<file path="src/hw/rxse_pkg.sv">
// Constants shared by the receive character status encoder and its self-test checker.
// Behaviour
// - Independent meanings apply when mode reads LL/H.
// - Clean data character gives status 000.
// - Other special code gives status 001.
// - Type-A buffer slip gives 010; Type-B never.
// - Framing character gives 011 with decoded value.
// - Undecodable character gives 100 and C0.7.
// - PLL out of lock gives 101, top priority.
// - Disparity error gives 110 and C4.7/C1.7/C2.7.
// - Self-test data match gives 000.
// - Self-test command match gives 001.
// - Correct final self-test character gives 010.
// - Wrong final self-test character gives 100.
// - Self-test not started, lock loss, slip: 101.
// - Self-test bit mismatch gives 110.
// - Waiting for start character gives 111.
// - Test port supports boundary scan only.
// - Chain holds parallel pins and reference clock.
// - Three-level input scans as 00/10/11.
// - Fixed identification code readable by IDCODE.
package rxse_pkg;
  localparam logic [2:0] ST_NORMAL = 3'h0;
  localparam logic [2:0] ST_SPECIAL = 3'h1;
  localparam logic [2:0] ST_SLIP = 3'h2;
  localparam logic [2:0] ST_FRAMING = 3'h3;
  localparam logic [2:0] ST_VIOLATION = 3'h4;
  localparam logic [2:0] ST_UNLOCK = 3'h5;
  localparam logic [2:0] ST_DISPARITY = 3'h6;
  localparam logic [2:0] ST_WAIT = 3'h7;
  // Replacement characters and the self-test K28.5 character, {K flag, byte}.
  localparam logic [8:0] CHAR_C0_7 = 9'h1E0;
  localparam logic [8:0] CHAR_C1_7 = 9'h1E1;
  localparam logic [8:0] CHAR_C2_7 = 9'h1E2;
  localparam logic [8:0] CHAR_C4_7 = 9'h1E4;
  localparam logic [8:0] CHAR_K28_5 = 9'h1BC;
  // Three-level pin codes.
  localparam logic [1:0] LVL_LOW = 2'h0;
  localparam logic [1:0] LVL_MID = 2'h2;
  localparam logic [1:0] LVL_HIGH = 2'h3;
  // Self-test sequence shape.
  localparam logic [7:0] BIST_LFSR_SEED = 8'h01;
  localparam logic [7:0] BIST_LAST_IDX = 8'h3F;
  localparam logic [7:0] BIST_CMD_MASK = 8'h0F;
  // Test access port.
  localparam logic [3:0] IR_EXTEST = 4'h0;
  localparam logic [3:0] IR_SAMPLE = 4'h1;
  localparam logic [3:0] IR_IDCODE = 4'h2;
  localparam logic [3:0] IR_BYPASS = 4'hF;
  localparam logic [3:0] IR_CAPTURE = 4'h1;
  localparam int IR_LEN = 4;
  localparam int BSR_LEN = 26;
  localparam int ID_LEN = 32;
  // Arbitrary neutral identification value; bit 0 must be one.
  localparam logic [31:0] ID_CODE = 32'h0000_0001;
  // Pin synchroniser layout.
  localparam int PIN_W = 11;
endpackage : rxse_pkg

</file>
<file path="src/hw/rxse_bist_checker.sv">
// Receive self-test sequence tracker and character comparator.
`timescale 1ns/1ps
module rxse_bist_checker (
  // Clock and reset
  input wire logic clk_sys,
  input wire logic rst,
  // Control
  input wire logic bistEn,
  // Decoded character
  input wire logic charStrobe,
  input wire logic [7:0] charData,
  input wire logic charIsK,
  // Result for the current character
  output logic [2:0] bistCode
);
  typedef enum logic [1:0] {BIST_IDLE, BIST_START, BIST_WAIT, BIST_CMP} rxse_bist_type;
  rxse_bist_type state_q, state_d;
  logic [7:0] lfsr_q, lfsr_d;
  logic [7:0] idx_q, idx_d;
  logic [8:0] expected;
  logic match;

  function automatic logic [7:0] lfsrNext(input logic [7:0] v);
    lfsrNext = {v[6:0], v[7] ^ v[5] ^ v[4] ^ v[3]};
  endfunction : lfsrNext

  always_comb
  begin
    state_d = state_q;
    lfsr_d = lfsr_q;
    idx_d = idx_q;
    bistCode = rxse_pkg::ST_UNLOCK;
    // Commands sit at fixed positions so that no extra state is kept per character.
    expected = ((idx_q & rxse_pkg::BIST_CMD_MASK) == 8'h00 || idx_q == rxse_pkg::BIST_LAST_IDX)
      ? rxse_pkg::CHAR_K28_5 : {1'b0, lfsr_q};
    match = ({charIsK, charData} == expected);
    case (state_q)
      BIST_IDLE:
      begin
        if (bistEn)
          state_d = BIST_START;
      end
      BIST_START:
      begin
        bistCode = rxse_pkg::ST_UNLOCK;
        if (charStrobe)
          state_d = BIST_WAIT;
      end
      BIST_WAIT:
      begin
        bistCode = rxse_pkg::ST_WAIT;
        if (charStrobe && {charIsK, charData} == rxse_pkg::CHAR_K28_5)
        begin
          state_d = BIST_CMP;
          lfsr_d = rxse_pkg::BIST_LFSR_SEED;
          idx_d = 8'h01;
        end
      end
      BIST_CMP:
      begin
        if (idx_q == rxse_pkg::BIST_LAST_IDX)
          bistCode = match ? rxse_pkg::ST_SLIP : rxse_pkg::ST_VIOLATION;
        else if (!match)
          bistCode = rxse_pkg::ST_DISPARITY;
        else
          bistCode = expected[8] ? rxse_pkg::ST_SPECIAL : rxse_pkg::ST_NORMAL;
        if (charStrobe)
        begin
          idx_d = idx_q + 8'h01;
          if (!expected[8])
            lfsr_d = lfsrNext(lfsr_q);
          if (idx_q == rxse_pkg::BIST_LAST_IDX)
            state_d = BIST_WAIT;
        end
      end
      default:
        state_d = BIST_IDLE;
    endcase
    if (!bistEn)
      state_d = BIST_IDLE;
  end

  always_ff @(posedge clk_sys or posedge rst)
  begin
    if (rst)
    begin
      state_q <= BIST_IDLE;
      lfsr_q <= 8'h00;
      idx_q <= 8'h00;
    end
    else
    begin
      state_q <= state_d;
      lfsr_q <= lfsr_d;
      idx_q <= idx_d;
    end
  end

  property p_bist_start;
    @(posedge clk_sys) disable iff (rst)
    (state_q == BIST_START && bistEn && charStrobe) |->
      bistCode == rxse_pkg::ST_UNLOCK ##1 state_q == BIST_WAIT;
  endproperty
  a_bist_start: assert property (p_bist_start) else $error("Self-test start code wrong.");

  property p_bist_wait;
    @(posedge clk_sys) disable iff (rst)
    (state_q == BIST_WAIT && bistEn && charStrobe && charIsK && charData == 8'hBC) |->
      bistCode == rxse_pkg::ST_WAIT ##1 (state_q == BIST_CMP && idx_q == 8'h01);
  endproperty
  a_bist_wait: assert property (p_bist_wait) else $error("Self-test wait exit wrong.");
endmodule : rxse_bist_checker

</file>
<file path="src/hw/rxse_top.sv">
// Receive character status encoder with boundary-scan test access port.
`timescale 1ns/1ps
module rxse_top (
  // Clock and reset
  input wire logic clk_sys,
  input wire logic rst,
  // Static pins, asynchronous to clk_sys
  input wire logic referenceClockInput,
  input wire logic [3:0] rxModeSelector,
  input wire logic statusTypeB,
  input wire logic bistEnable,
  input wire logic pllLocked,
  // Decoder, framer and elasticity buffer
  input wire logic charStrobe,
  input wire logic [7:0] charData,
  input wire logic charIsK,
  input wire logic codeViolation,
  input wire logic disparityError,
  input wire logic framingMatch,
  input wire logic ebufError,
  input wire logic [2:0] bondedStatus,
  // Parallel receive bus
  output logic rxCharValid,
  output logic [7:0] rxCharData,
  output logic rxCharIsK,
  output logic [2:0] rx_char_status_code,
  // Test access port pins
  input wire logic tck,
  input wire logic tms,
  input wire logic tdi,
  output logic tdo,
  output logic tdoEn
);
  typedef enum logic [3:0] {
    TAP_RESET, TAP_IDLE, TAP_SEL_DR, TAP_CAP_DR, TAP_SHIFT_DR, TAP_EXIT1_DR, TAP_PAUSE_DR,
    TAP_EXIT2_DR, TAP_UPD_DR, TAP_SEL_IR, TAP_CAP_IR, TAP_SHIFT_IR, TAP_EXIT1_IR,
    TAP_PAUSE_IR, TAP_EXIT2_IR, TAP_UPD_IR
  } rxse_tap_type;

  logic [rxse_pkg::PIN_W-1:0] pinMeta_q, pinSync_q;
  logic refClkS, typeBS, bistS, lockS, tckS, tmsS, tdiS;
  logic [3:0] modeS;
  logic independent, pllLoss;
  logic [2:0] bistCode;
  logic [2:0] code;
  logic [8:0] outChar;
  logic valid_q, valid_d, isK_q, isK_d;
  logic [7:0] data_q, data_d;
  logic [2:0] status_q, status_d;
  rxse_tap_type tap_q, tap_d;
  logic tckPrev_q;
  logic tckRise, tckFall;
  logic [rxse_pkg::IR_LEN-1:0] irSh_q, irSh_d, ir_q, ir_d;
  logic [rxse_pkg::ID_LEN-1:0] dr_q, dr_d;
  logic [11:0] upd_q, upd_d;
  logic tdo_q, tdo_d, tdoEn_q, tdoEn_d;
  logic [rxse_pkg::BSR_LEN-1:0] bsr;

  // Every pin is used only as a slow level, so a two-stage sampler is enough.
  always_ff @(posedge clk_sys or posedge rst)
  begin
    if (rst)
    begin
      pinMeta_q <= '0;
      pinSync_q <= '0;
    end
    else
    begin
      pinMeta_q <= {referenceClockInput, rxModeSelector, statusTypeB, bistEnable, pllLocked,
        tck, tms, tdi};
      pinSync_q <= pinMeta_q;
    end
  end
  assign {refClkS, modeS, typeBS, bistS, lockS, tckS, tmsS, tdiS} = pinSync_q;

  // Mode pin 1 low and mode pin 0 low or high selects independent channels.
  assign independent = (modeS[3:2] == rxse_pkg::LVL_LOW) &&
    (modeS[1:0] == rxse_pkg::LVL_LOW || modeS[1:0] == rxse_pkg::LVL_HIGH);
  assign pllLoss = !lockS;

  rxse_bist_checker u_bist (
    .clk_sys(clk_sys),
    .rst(rst),
    .bistEn(bistS),
    .charStrobe(charStrobe),
    .charData(charData),
    .charIsK(charIsK),
    .bistCode(bistCode)
  );

  // Conditions are tested in priority order: lock loss, buffer slip, violation, framing, disparity, special.
  always_comb
  begin
    outChar = {charIsK, charData};
    code = rxse_pkg::ST_NORMAL;
    if (bistS)
    begin
      if (pllLoss || ebufError)
        code = rxse_pkg::ST_UNLOCK;
      else
        code = bistCode;
    end
    else if (independent)
    begin
      if (pllLoss)
        code = rxse_pkg::ST_UNLOCK;
      else if (ebufError)
        code = typeBS ? rxse_pkg::ST_UNLOCK : rxse_pkg::ST_SLIP;
      else if (codeViolation)
      begin
        code = rxse_pkg::ST_VIOLATION;
        outChar = rxse_pkg::CHAR_C0_7;
      end
      else if (framingMatch)
        code = rxse_pkg::ST_FRAMING;
      else if (disparityError)
      begin
        code = rxse_pkg::ST_DISPARITY;
        if (outChar != rxse_pkg::CHAR_C1_7 && outChar != rxse_pkg::CHAR_C2_7)
          outChar = rxse_pkg::CHAR_C4_7;
      end
      else if (charIsK)
        code = rxse_pkg::ST_SPECIAL;
      else
        code = rxse_pkg::ST_NORMAL;
    end
    else
      code = bondedStatus;
  end

  // In EXTEST the bus pins show the boundary update cells instead of live traffic.
  always_comb
  begin
    valid_d = charStrobe;
    data_d = data_q;
    isK_d = isK_q;
    status_d = status_q;
    if (ir_q == rxse_pkg::IR_EXTEST)
    begin
      valid_d = 1'b0;
      {status_d, isK_d, data_d} = upd_q;
    end
    else if (charStrobe)
    begin
      {isK_d, data_d} = outChar;
      status_d = code;
    end
  end

  always_ff @(posedge clk_sys or posedge rst)
  begin
    if (rst)
    begin
      valid_q <= 1'b0;
      data_q <= 8'h00;
      isK_q <= 1'b0;
      status_q <= rxse_pkg::ST_NORMAL;
    end
    else
    begin
      valid_q <= valid_d;
      data_q <= data_d;
      isK_q <= isK_d;
      status_q <= status_d;
    end
  end
  assign rxCharValid = valid_q;
  assign rxCharData = data_q;
  assign rxCharIsK = isK_q;
  assign rx_char_status_code = status_q;

  // Serial pins are absent; three-level mode pins take two cells each.
  assign bsr = {status_q, isK_q, data_q, modeS, refClkS, charIsK, charData};

  function automatic int drLen(input logic [3:0] ir);
    case (ir)
      rxse_pkg::IR_IDCODE: drLen = rxse_pkg::ID_LEN;
      rxse_pkg::IR_EXTEST, rxse_pkg::IR_SAMPLE: drLen = rxse_pkg::BSR_LEN;
      default: drLen = 1;
    endcase
  endfunction : drLen

  assign tckRise = tckS && !tckPrev_q;
  assign tckFall = !tckS && tckPrev_q;

  // The port runs off sampled pins, so tck must stay well below a quarter of clk_sys.
  always_comb
  begin
    tap_d = tap_q;
    irSh_d = irSh_q;
    ir_d = ir_q;
    dr_d = dr_q;
    upd_d = upd_q;
    tdo_d = tdo_q;
    tdoEn_d = tdoEn_q;
    if (tckRise)
    begin
      case (tap_q)
        TAP_CAP_DR:
        begin
          if (ir_q == rxse_pkg::IR_IDCODE)
            dr_d = rxse_pkg::ID_CODE;
          else if (ir_q == rxse_pkg::IR_EXTEST || ir_q == rxse_pkg::IR_SAMPLE)
            dr_d = {{(rxse_pkg::ID_LEN - rxse_pkg::BSR_LEN){1'b0}}, bsr};
          else
            dr_d = '0;
        end
        TAP_SHIFT_DR:
        begin
          dr_d = dr_q >> 1;
          dr_d[drLen(ir_q) - 1] = tdiS;
        end
        TAP_UPD_DR:
        begin
          if (ir_q == rxse_pkg::IR_EXTEST)
            upd_d = dr_q[rxse_pkg::BSR_LEN-1:rxse_pkg::BSR_LEN-12];
        end
        TAP_CAP_IR: irSh_d = rxse_pkg::IR_CAPTURE;
        TAP_SHIFT_IR: irSh_d = {tdiS, irSh_q[rxse_pkg::IR_LEN-1:1]};
        TAP_UPD_IR:
        begin
          // Unsupported codes fall back to bypass; only boundary scan is offered.
          if (irSh_q == rxse_pkg::IR_EXTEST || irSh_q == rxse_pkg::IR_SAMPLE ||
              irSh_q == rxse_pkg::IR_IDCODE)
            ir_d = irSh_q;
          else
            ir_d = rxse_pkg::IR_BYPASS;
        end
        default:
        begin
        end
      endcase
      case (tap_q)
        TAP_RESET: tap_d = tmsS ? TAP_RESET : TAP_IDLE;
        TAP_IDLE: tap_d = tmsS ? TAP_SEL_DR : TAP_IDLE;
        TAP_SEL_DR: tap_d = tmsS ? TAP_SEL_IR : TAP_CAP_DR;
        TAP_CAP_DR: tap_d = tmsS ? TAP_EXIT1_DR : TAP_SHIFT_DR;
        TAP_SHIFT_DR: tap_d = tmsS ? TAP_EXIT1_DR : TAP_SHIFT_DR;
        TAP_EXIT1_DR: tap_d = tmsS ? TAP_UPD_DR : TAP_PAUSE_DR;
        TAP_PAUSE_DR: tap_d = tmsS ? TAP_EXIT2_DR : TAP_PAUSE_DR;
        TAP_EXIT2_DR: tap_d = tmsS ? TAP_UPD_DR : TAP_SHIFT_DR;
        TAP_UPD_DR: tap_d = tmsS ? TAP_SEL_DR : TAP_IDLE;
        TAP_SEL_IR: tap_d = tmsS ? TAP_RESET : TAP_CAP_IR;
        TAP_CAP_IR: tap_d = tmsS ? TAP_EXIT1_IR : TAP_SHIFT_IR;
        TAP_SHIFT_IR: tap_d = tmsS ? TAP_EXIT1_IR : TAP_SHIFT_IR;
        TAP_EXIT1_IR: tap_d = tmsS ? TAP_UPD_IR : TAP_PAUSE_IR;
        TAP_PAUSE_IR: tap_d = tmsS ? TAP_EXIT2_IR : TAP_PAUSE_IR;
        TAP_EXIT2_IR: tap_d = tmsS ? TAP_UPD_IR : TAP_SHIFT_IR;
        TAP_UPD_IR: tap_d = tmsS ? TAP_SEL_DR : TAP_IDLE;
        default: tap_d = TAP_RESET;
      endcase
    end
    if (tap_q == TAP_RESET)
      ir_d = rxse_pkg::IR_IDCODE;
    if (tckFall)
    begin
      tdoEn_d = (tap_q == TAP_SHIFT_DR) || (tap_q == TAP_SHIFT_IR);
      tdo_d = (tap_q == TAP_SHIFT_IR) ? irSh_q[0] : dr_q[0];
    end
  end

  always_ff @(posedge clk_sys or posedge rst)
  begin
    if (rst)
    begin
      tap_q <= TAP_RESET;
      tckPrev_q <= 1'b0;
      irSh_q <= '0;
      ir_q <= rxse_pkg::IR_IDCODE;
      dr_q <= '0;
      upd_q <= '0;
      tdo_q <= 1'b0;
      tdoEn_q <= 1'b0;
    end
    else
    begin
      tap_q <= tap_d;
      tckPrev_q <= tckS;
      irSh_q <= irSh_d;
      ir_q <= ir_d;
      dr_q <= dr_d;
      upd_q <= upd_d;
      tdo_q <= tdo_d;
      tdoEn_q <= tdoEn_d;
    end
  end
  assign tdo = tdo_q;
  assign tdoEn = tdoEn_q;

  property p_pll_wins;
    @(posedge clk_sys) disable iff (rst)
    (charStrobe && independent && !bistS && pllLoss && ir_q != rxse_pkg::IR_EXTEST) |=>
      (rxCharValid && rx_char_status_code == 3'h5);
  endproperty
  a_pll_wins: assert property (p_pll_wins) else $error("Lock loss not reported.");

  property p_violation;
    @(posedge clk_sys) disable iff (rst)
    (charStrobe && independent && !bistS && lockS && !ebufError && codeViolation &&
      ir_q != rxse_pkg::IR_EXTEST) |=>
      (rx_char_status_code == 3'h4 && rxCharIsK && rxCharData == 8'hE0);
  endproperty
  a_violation: assert property (p_violation) else $error("Violation not C0.7.");

  property p_typeb_slip;
    @(posedge clk_sys) disable iff (rst)
    (charStrobe && independent && !bistS && typeBS && ir_q != rxse_pkg::IR_EXTEST) |=>
      rx_char_status_code != 3'h2;
  endproperty
  a_typeb_slip: assert property (p_typeb_slip) else $error("Type-B slip code used.");

  property p_disparity;
    @(posedge clk_sys) disable iff (rst)
    (charStrobe && independent && !bistS && lockS && !ebufError && !codeViolation &&
      !framingMatch && disparityError && ir_q != rxse_pkg::IR_EXTEST) |=>
      (rx_char_status_code == 3'h6 && rxCharIsK && rxCharData[7:5] == 3'h7);
  endproperty
  a_disparity: assert property (p_disparity) else $error("Disparity status wrong.");

  property p_normal;
    @(posedge clk_sys) disable iff (rst)
    (charStrobe && independent && !bistS && lockS && !ebufError && !codeViolation &&
      !framingMatch && !disparityError && !charIsK && ir_q != rxse_pkg::IR_EXTEST) |=>
      (rx_char_status_code == 3'h0 && rxCharData == $past(charData));
  endproperty
  a_normal: assert property (p_normal) else $error("Normal character mangled.");

  property p_bist_lock;
    @(posedge clk_sys) disable iff (rst)
    (charStrobe && bistS && (pllLoss || ebufError) && ir_q != rxse_pkg::IR_EXTEST) |=>
      rx_char_status_code == 3'h5;
  endproperty
  a_bist_lock: assert property (p_bist_lock) else $error("Self-test lock loss missed.");

  property p_idcode;
    @(posedge clk_sys) disable iff (rst)
    (tckRise && tap_q == TAP_CAP_DR && ir_q == rxse_pkg::IR_IDCODE) |=>
      (dr_q == rxse_pkg::ID_CODE && tap_q != TAP_CAP_DR);
  endproperty
  a_idcode: assert property (p_idcode) else $error("Identification code not captured.");
endmodule : rxse_top

</file>
<file path="config.mk">
export PLATFORM = sky130hd
export DESIGN_NAME = rxse_top
export DESIGN_NICKNAME = d
export VERILOG_FILES = /design/src/hw/rxse_pkg.sv /design/src/hw/rxse_bist_checker.sv /design/src/hw/rxse_top.sv
export SDC_FILE = /design/constraint.sdc
export NUM_CORES = 1
export LEC_CHECK = 0
export BUFFER_PORTS_ARGS = -buffer_cell sky130_fd_sc_hd__buf_2
export CAP_MARGIN = 40
export CORE_UTILIZATION = 40
export CTS_BUF_LIST = sky130_fd_sc_hd__clkbuf_4 sky130_fd_sc_hd__clkbuf_8 sky130_fd_sc_hd__clkbuf_16
export CTS_CLUSTER_DIAMETER = 150
export CTS_CLUSTER_SIZE = 24
export DETAILED_ROUTE_END_ITERATION = 10
export PLACE_DENSITY = 0.55
export SLEW_MARGIN = 10
export SYNTH_ARGS = -nofsm -noshare
export SYNTH_HDL_FRONTEND = slang
export SYNTH_HIERARCHICAL = 1
export SYNTH_SLANG_ARGS = --single-unit
</file>
<file path="constraint.sdc">
create_clock -name clk_sys -period 2.67 [get_ports clk_sys]
set_input_delay 0.267 -clock clk_sys [delete_from_list [all_inputs] [get_ports clk_sys]]
set_output_delay 0.267 -clock clk_sys [all_outputs]
set_load 0.1 [all_outputs]
</file>
==> results.yml <==
placed_design:
  dp.final_hpwl_mm: 8.06
  port_buffers: 44
  gp_congestion: 0.798
logic_synthesis:
  yosysUniqueCellTypes: 66
  synthCells: 499
  synth_edf_count: 0
  async_reset_ff_share_pct: 100
  yosys.area.top_type: "dfrtp_1"
  synth_fa_ha_area_share_pct: 0.482
  synth_ff_type: "dfrtp_1"
  synth_area_leaders: "dfrtp_1 (53%), o21ai_0 (4.2%), a22oi_1 (4.0%)"
  synth_most_common_cell: "dfrtp_1"
  synth_top_family_by_area: "compound AO/OA/AOI/OAI gates"
  seq_area_frac_synth_pct: 54.0
  synth-compound-area-share_pct: 20.2
  synth_area_per_cell_um2: 10.4
  synth_xor_area_share_pct: 2.53
  synth-warning-count: 6
  synth_top_area_share_pct: 53.5
  syn_area_mm2: 0.00520
  ys_ff_latch: 112
  synthTopCellsByCount: "dfrtp_1 (111), o21ai_0 (44), nand2_1 (41)"
  muxShareOfSynthArea_pct: 3.40
  syn-num-nets: 531
  yosys.area_share.simple_pct: 15.4
clock_tree:
  insertion_delay_ns: 0.36
  cts_buffers: 9
  cts_tree: "done"
  htreeDepth: 3
  cts_root_buffer: "clkbuf_16"
  cts.sinks: 112
  clkTransAtPathRegs_ns: 0.07
  cts_setup_buffers: 0
  cts_buffer_depth: 2
floorplan:
  dieArea_mm2: 0.0135
  ios: 45
  core_area_mm2: 0.0126
  start_util_pct: 41.2
  row_count: 41
  fp.dieH_um: 116
  die_w_um: 116
cells_and_area:
  fin_nets: 577
  finish.utilization_pct: 47.4
  areaGrowthSynthToFinish_pct: 15.1
  antenna_cells: 0
  drive_gt1_share_pct: 17.3
status:
  status: "completed"
detailed_routing:
  drt-initial-drc-count: 276
  route.detailed.drc: 0
  wirelength_mm: 12.0
  vias: 3988
  wl_per_cell_um: 16.7
  ant_nets: 0
  drt-pass1-iter-count: 5
  vias_per_cell: 5.52
grt:
  grt_max_degree: 95
  grt_pass1_vias: 3830
  grt_overflow_total: 0
  grt_usage_pct: 19.4
  grt_pass1_wl_mm: 19.9
  grt_antenna_before_repair: 0
flow_run:
  max_cap_viol_count: 0
worst_setup_path:
  worst_path_largest_cell_delay_ns: 0.43
  cp-end-kind: "flop"
  critPathBufInv: 0
  slowest_stage: "dfrtp_1"
  cp_cell_sequence: "ha_1 -> nand3_1 -> o21ai_4 -> and3_1 -> o2111ai_1 -> or2_0 -> a31oi_1 -> nand3_1 -> a31oi_1"
  cp.required_ns: 2.95
  crit_type: "reg2reg"
  critPathMaxFanout: 8
  crit_family: "simple AND/OR/NAND/NOR gates"
  arrival_ns: 2.66
  startpoint_type: "flop"
timing:
  hold_viol: 0
  post-route-period-util_pct: 89.3
  grt_setup_unrepaired: "false"
  fin_crit_ns: 2.38
  relSlewSlack_pct: 45.5
  finClkSkew_ns: 0.0133
  max_freq_ghz: 0.419
  setup_viol: 0
  fin_tns_setup_ns: 0
  worst_pin_slew_ns: 0.816
  finalMaxSlewViolations: 0
power_and_ir_drop:
  power_density_mw_per_mm2: 781
  vdd_drop_max_mv: 0.429
  p_leak_uw: 0.00258
hold_path:
  hp-class: "in2reg"
## worst reg2reg max path, stage by stage, from the launching register on
cell and delay [ns]:
dfrtp_1 0.43, ha_1 0.22, nand3_1 0.29, o21ai_4 0.33, and3_1 0.19, o2111ai_1 0.14
or2_0 0.26, a31oi_1 0.19, nand3_1 0.09, a31oi_1 0.16
## final timing paths
path	from	end	slack (ns)	cells after the start
max	u_bist/idx_q[0]	rx_char_status_code[1]	0.29	9
min	tck	pinMeta_q[2]	0.02	1
max reg2reg	u_bist/idx_q[0]	rx_char_status_code[1]	0.29	9
min reg2reg	pinMeta_q[0]	pinSync_q[0]	0.35	0
max in group asynchronous	rst	u_bist/lfsr_q[6]	2.21	2
min in group asynchronous	rst	u_bist/state_q[0]	0.04	2
## registers in the layout, summed over array words and instances, names as in the netlist
register             count
rxCharValid              1
pinSync_q               11
u_bist/lfsr_q            8
tdoEn                    1
ir_q                     4
rxCharIsK                1
rxCharData               8
tdo                      1
tap_q                    4
dr_q                    32
pinMeta_q               11
u_bist/state_q           2
irSh_q                   4
rx_char_status_code      3
tckPrev_q                1
u_bist/idx_q             8
upd_q                   12
## layout by cell type, fill, tap and decap left out, types with 3 or more instances in the layout
cell type	count
o21bai_1	4
nor3_1	9
o21a_1	3
buf_2	44
mux2_2	13
nand3_1	11
nand2b_1	4
or3_1	6
o211ai_1	5
a22oi_1	28
nor2_1	26
a21oi_1	20
xnor2_1	6
a221o_1	4
dfrtp_1	111
inv_1	17
mux2i_1	3
nand2_1	41
xor2_1	9
a22o_1	13
o21ai_0	44
nor3b_1	10
buf_4	10
dlygate4sd3_1	9
nand4_1	6
o22ai_1	3
nor2b_1	11
nor4_1	3
clkbuf_16	9
a31oi_1	7
o21ai_1	7
## metrics by stage
step	std cells	area (um^2)	power (uW)	hold WS [ns]	worst slack, ns
4_1_cts	713	5890	4710	0.0000258	0.264
3_5_place_dp	697	5600	3380	0.335	0.291
5_1_grt	722	5980	4970	0.00343	0.0288
2_1_floorplan	499	5200	3090	0.206	0.528
6_report	722	5980	4670	0.0166	0.285
3_3_place_gp	697	5600	3360	0.333	0.376
## per-layer routing
layer	track usage (%)	up-vias	part of all wire [%]
li1	-	1896	-
met3	5.23	13	5.6
met2	29.6	110	46
met1	27.4	1969	47
met5	0	-	0
met4	5.04	0	1.0
## logic make-up (layout without fill, tap and decap cells)
logic type / after synthesis / after routing
xor gates and xnor gates: 15 / 15
DFF: 112 / 112
buffers and inverters: 48 / 99
and+or+nand+nor: 148 / 148
AOI/OAI and AO/OA: 158 / 158
adders and majority gates: 2 / 2
muxes: 16 / 16
## layout make-up
class / instances / area (um^2)
multi-input combinational: 339 / 2190
clock buffer: 11 / 253
timing repair buffer: 64 / 405
tap: 172 / 215
inverter: 19 / 75.1
fill: 1228 / 6640
sequential: 112 / 2800
clock inverter: 5 / 38.8
## what timing repair did
item / in CTS / in global routing
hold buffers: 0 / 9
gates resized for setup: 0 / 0
endpoints found under the hold margin: 0 / 9
## where the power goes
part           internal, uW  total, uW  leakage, uW  switching (uW)
sequential             1910       2130      0.00145             223
combinational           422       1230     0.000990             805
clock                   690       1320     0.000142             625
(Power assumes the default switching activity.)
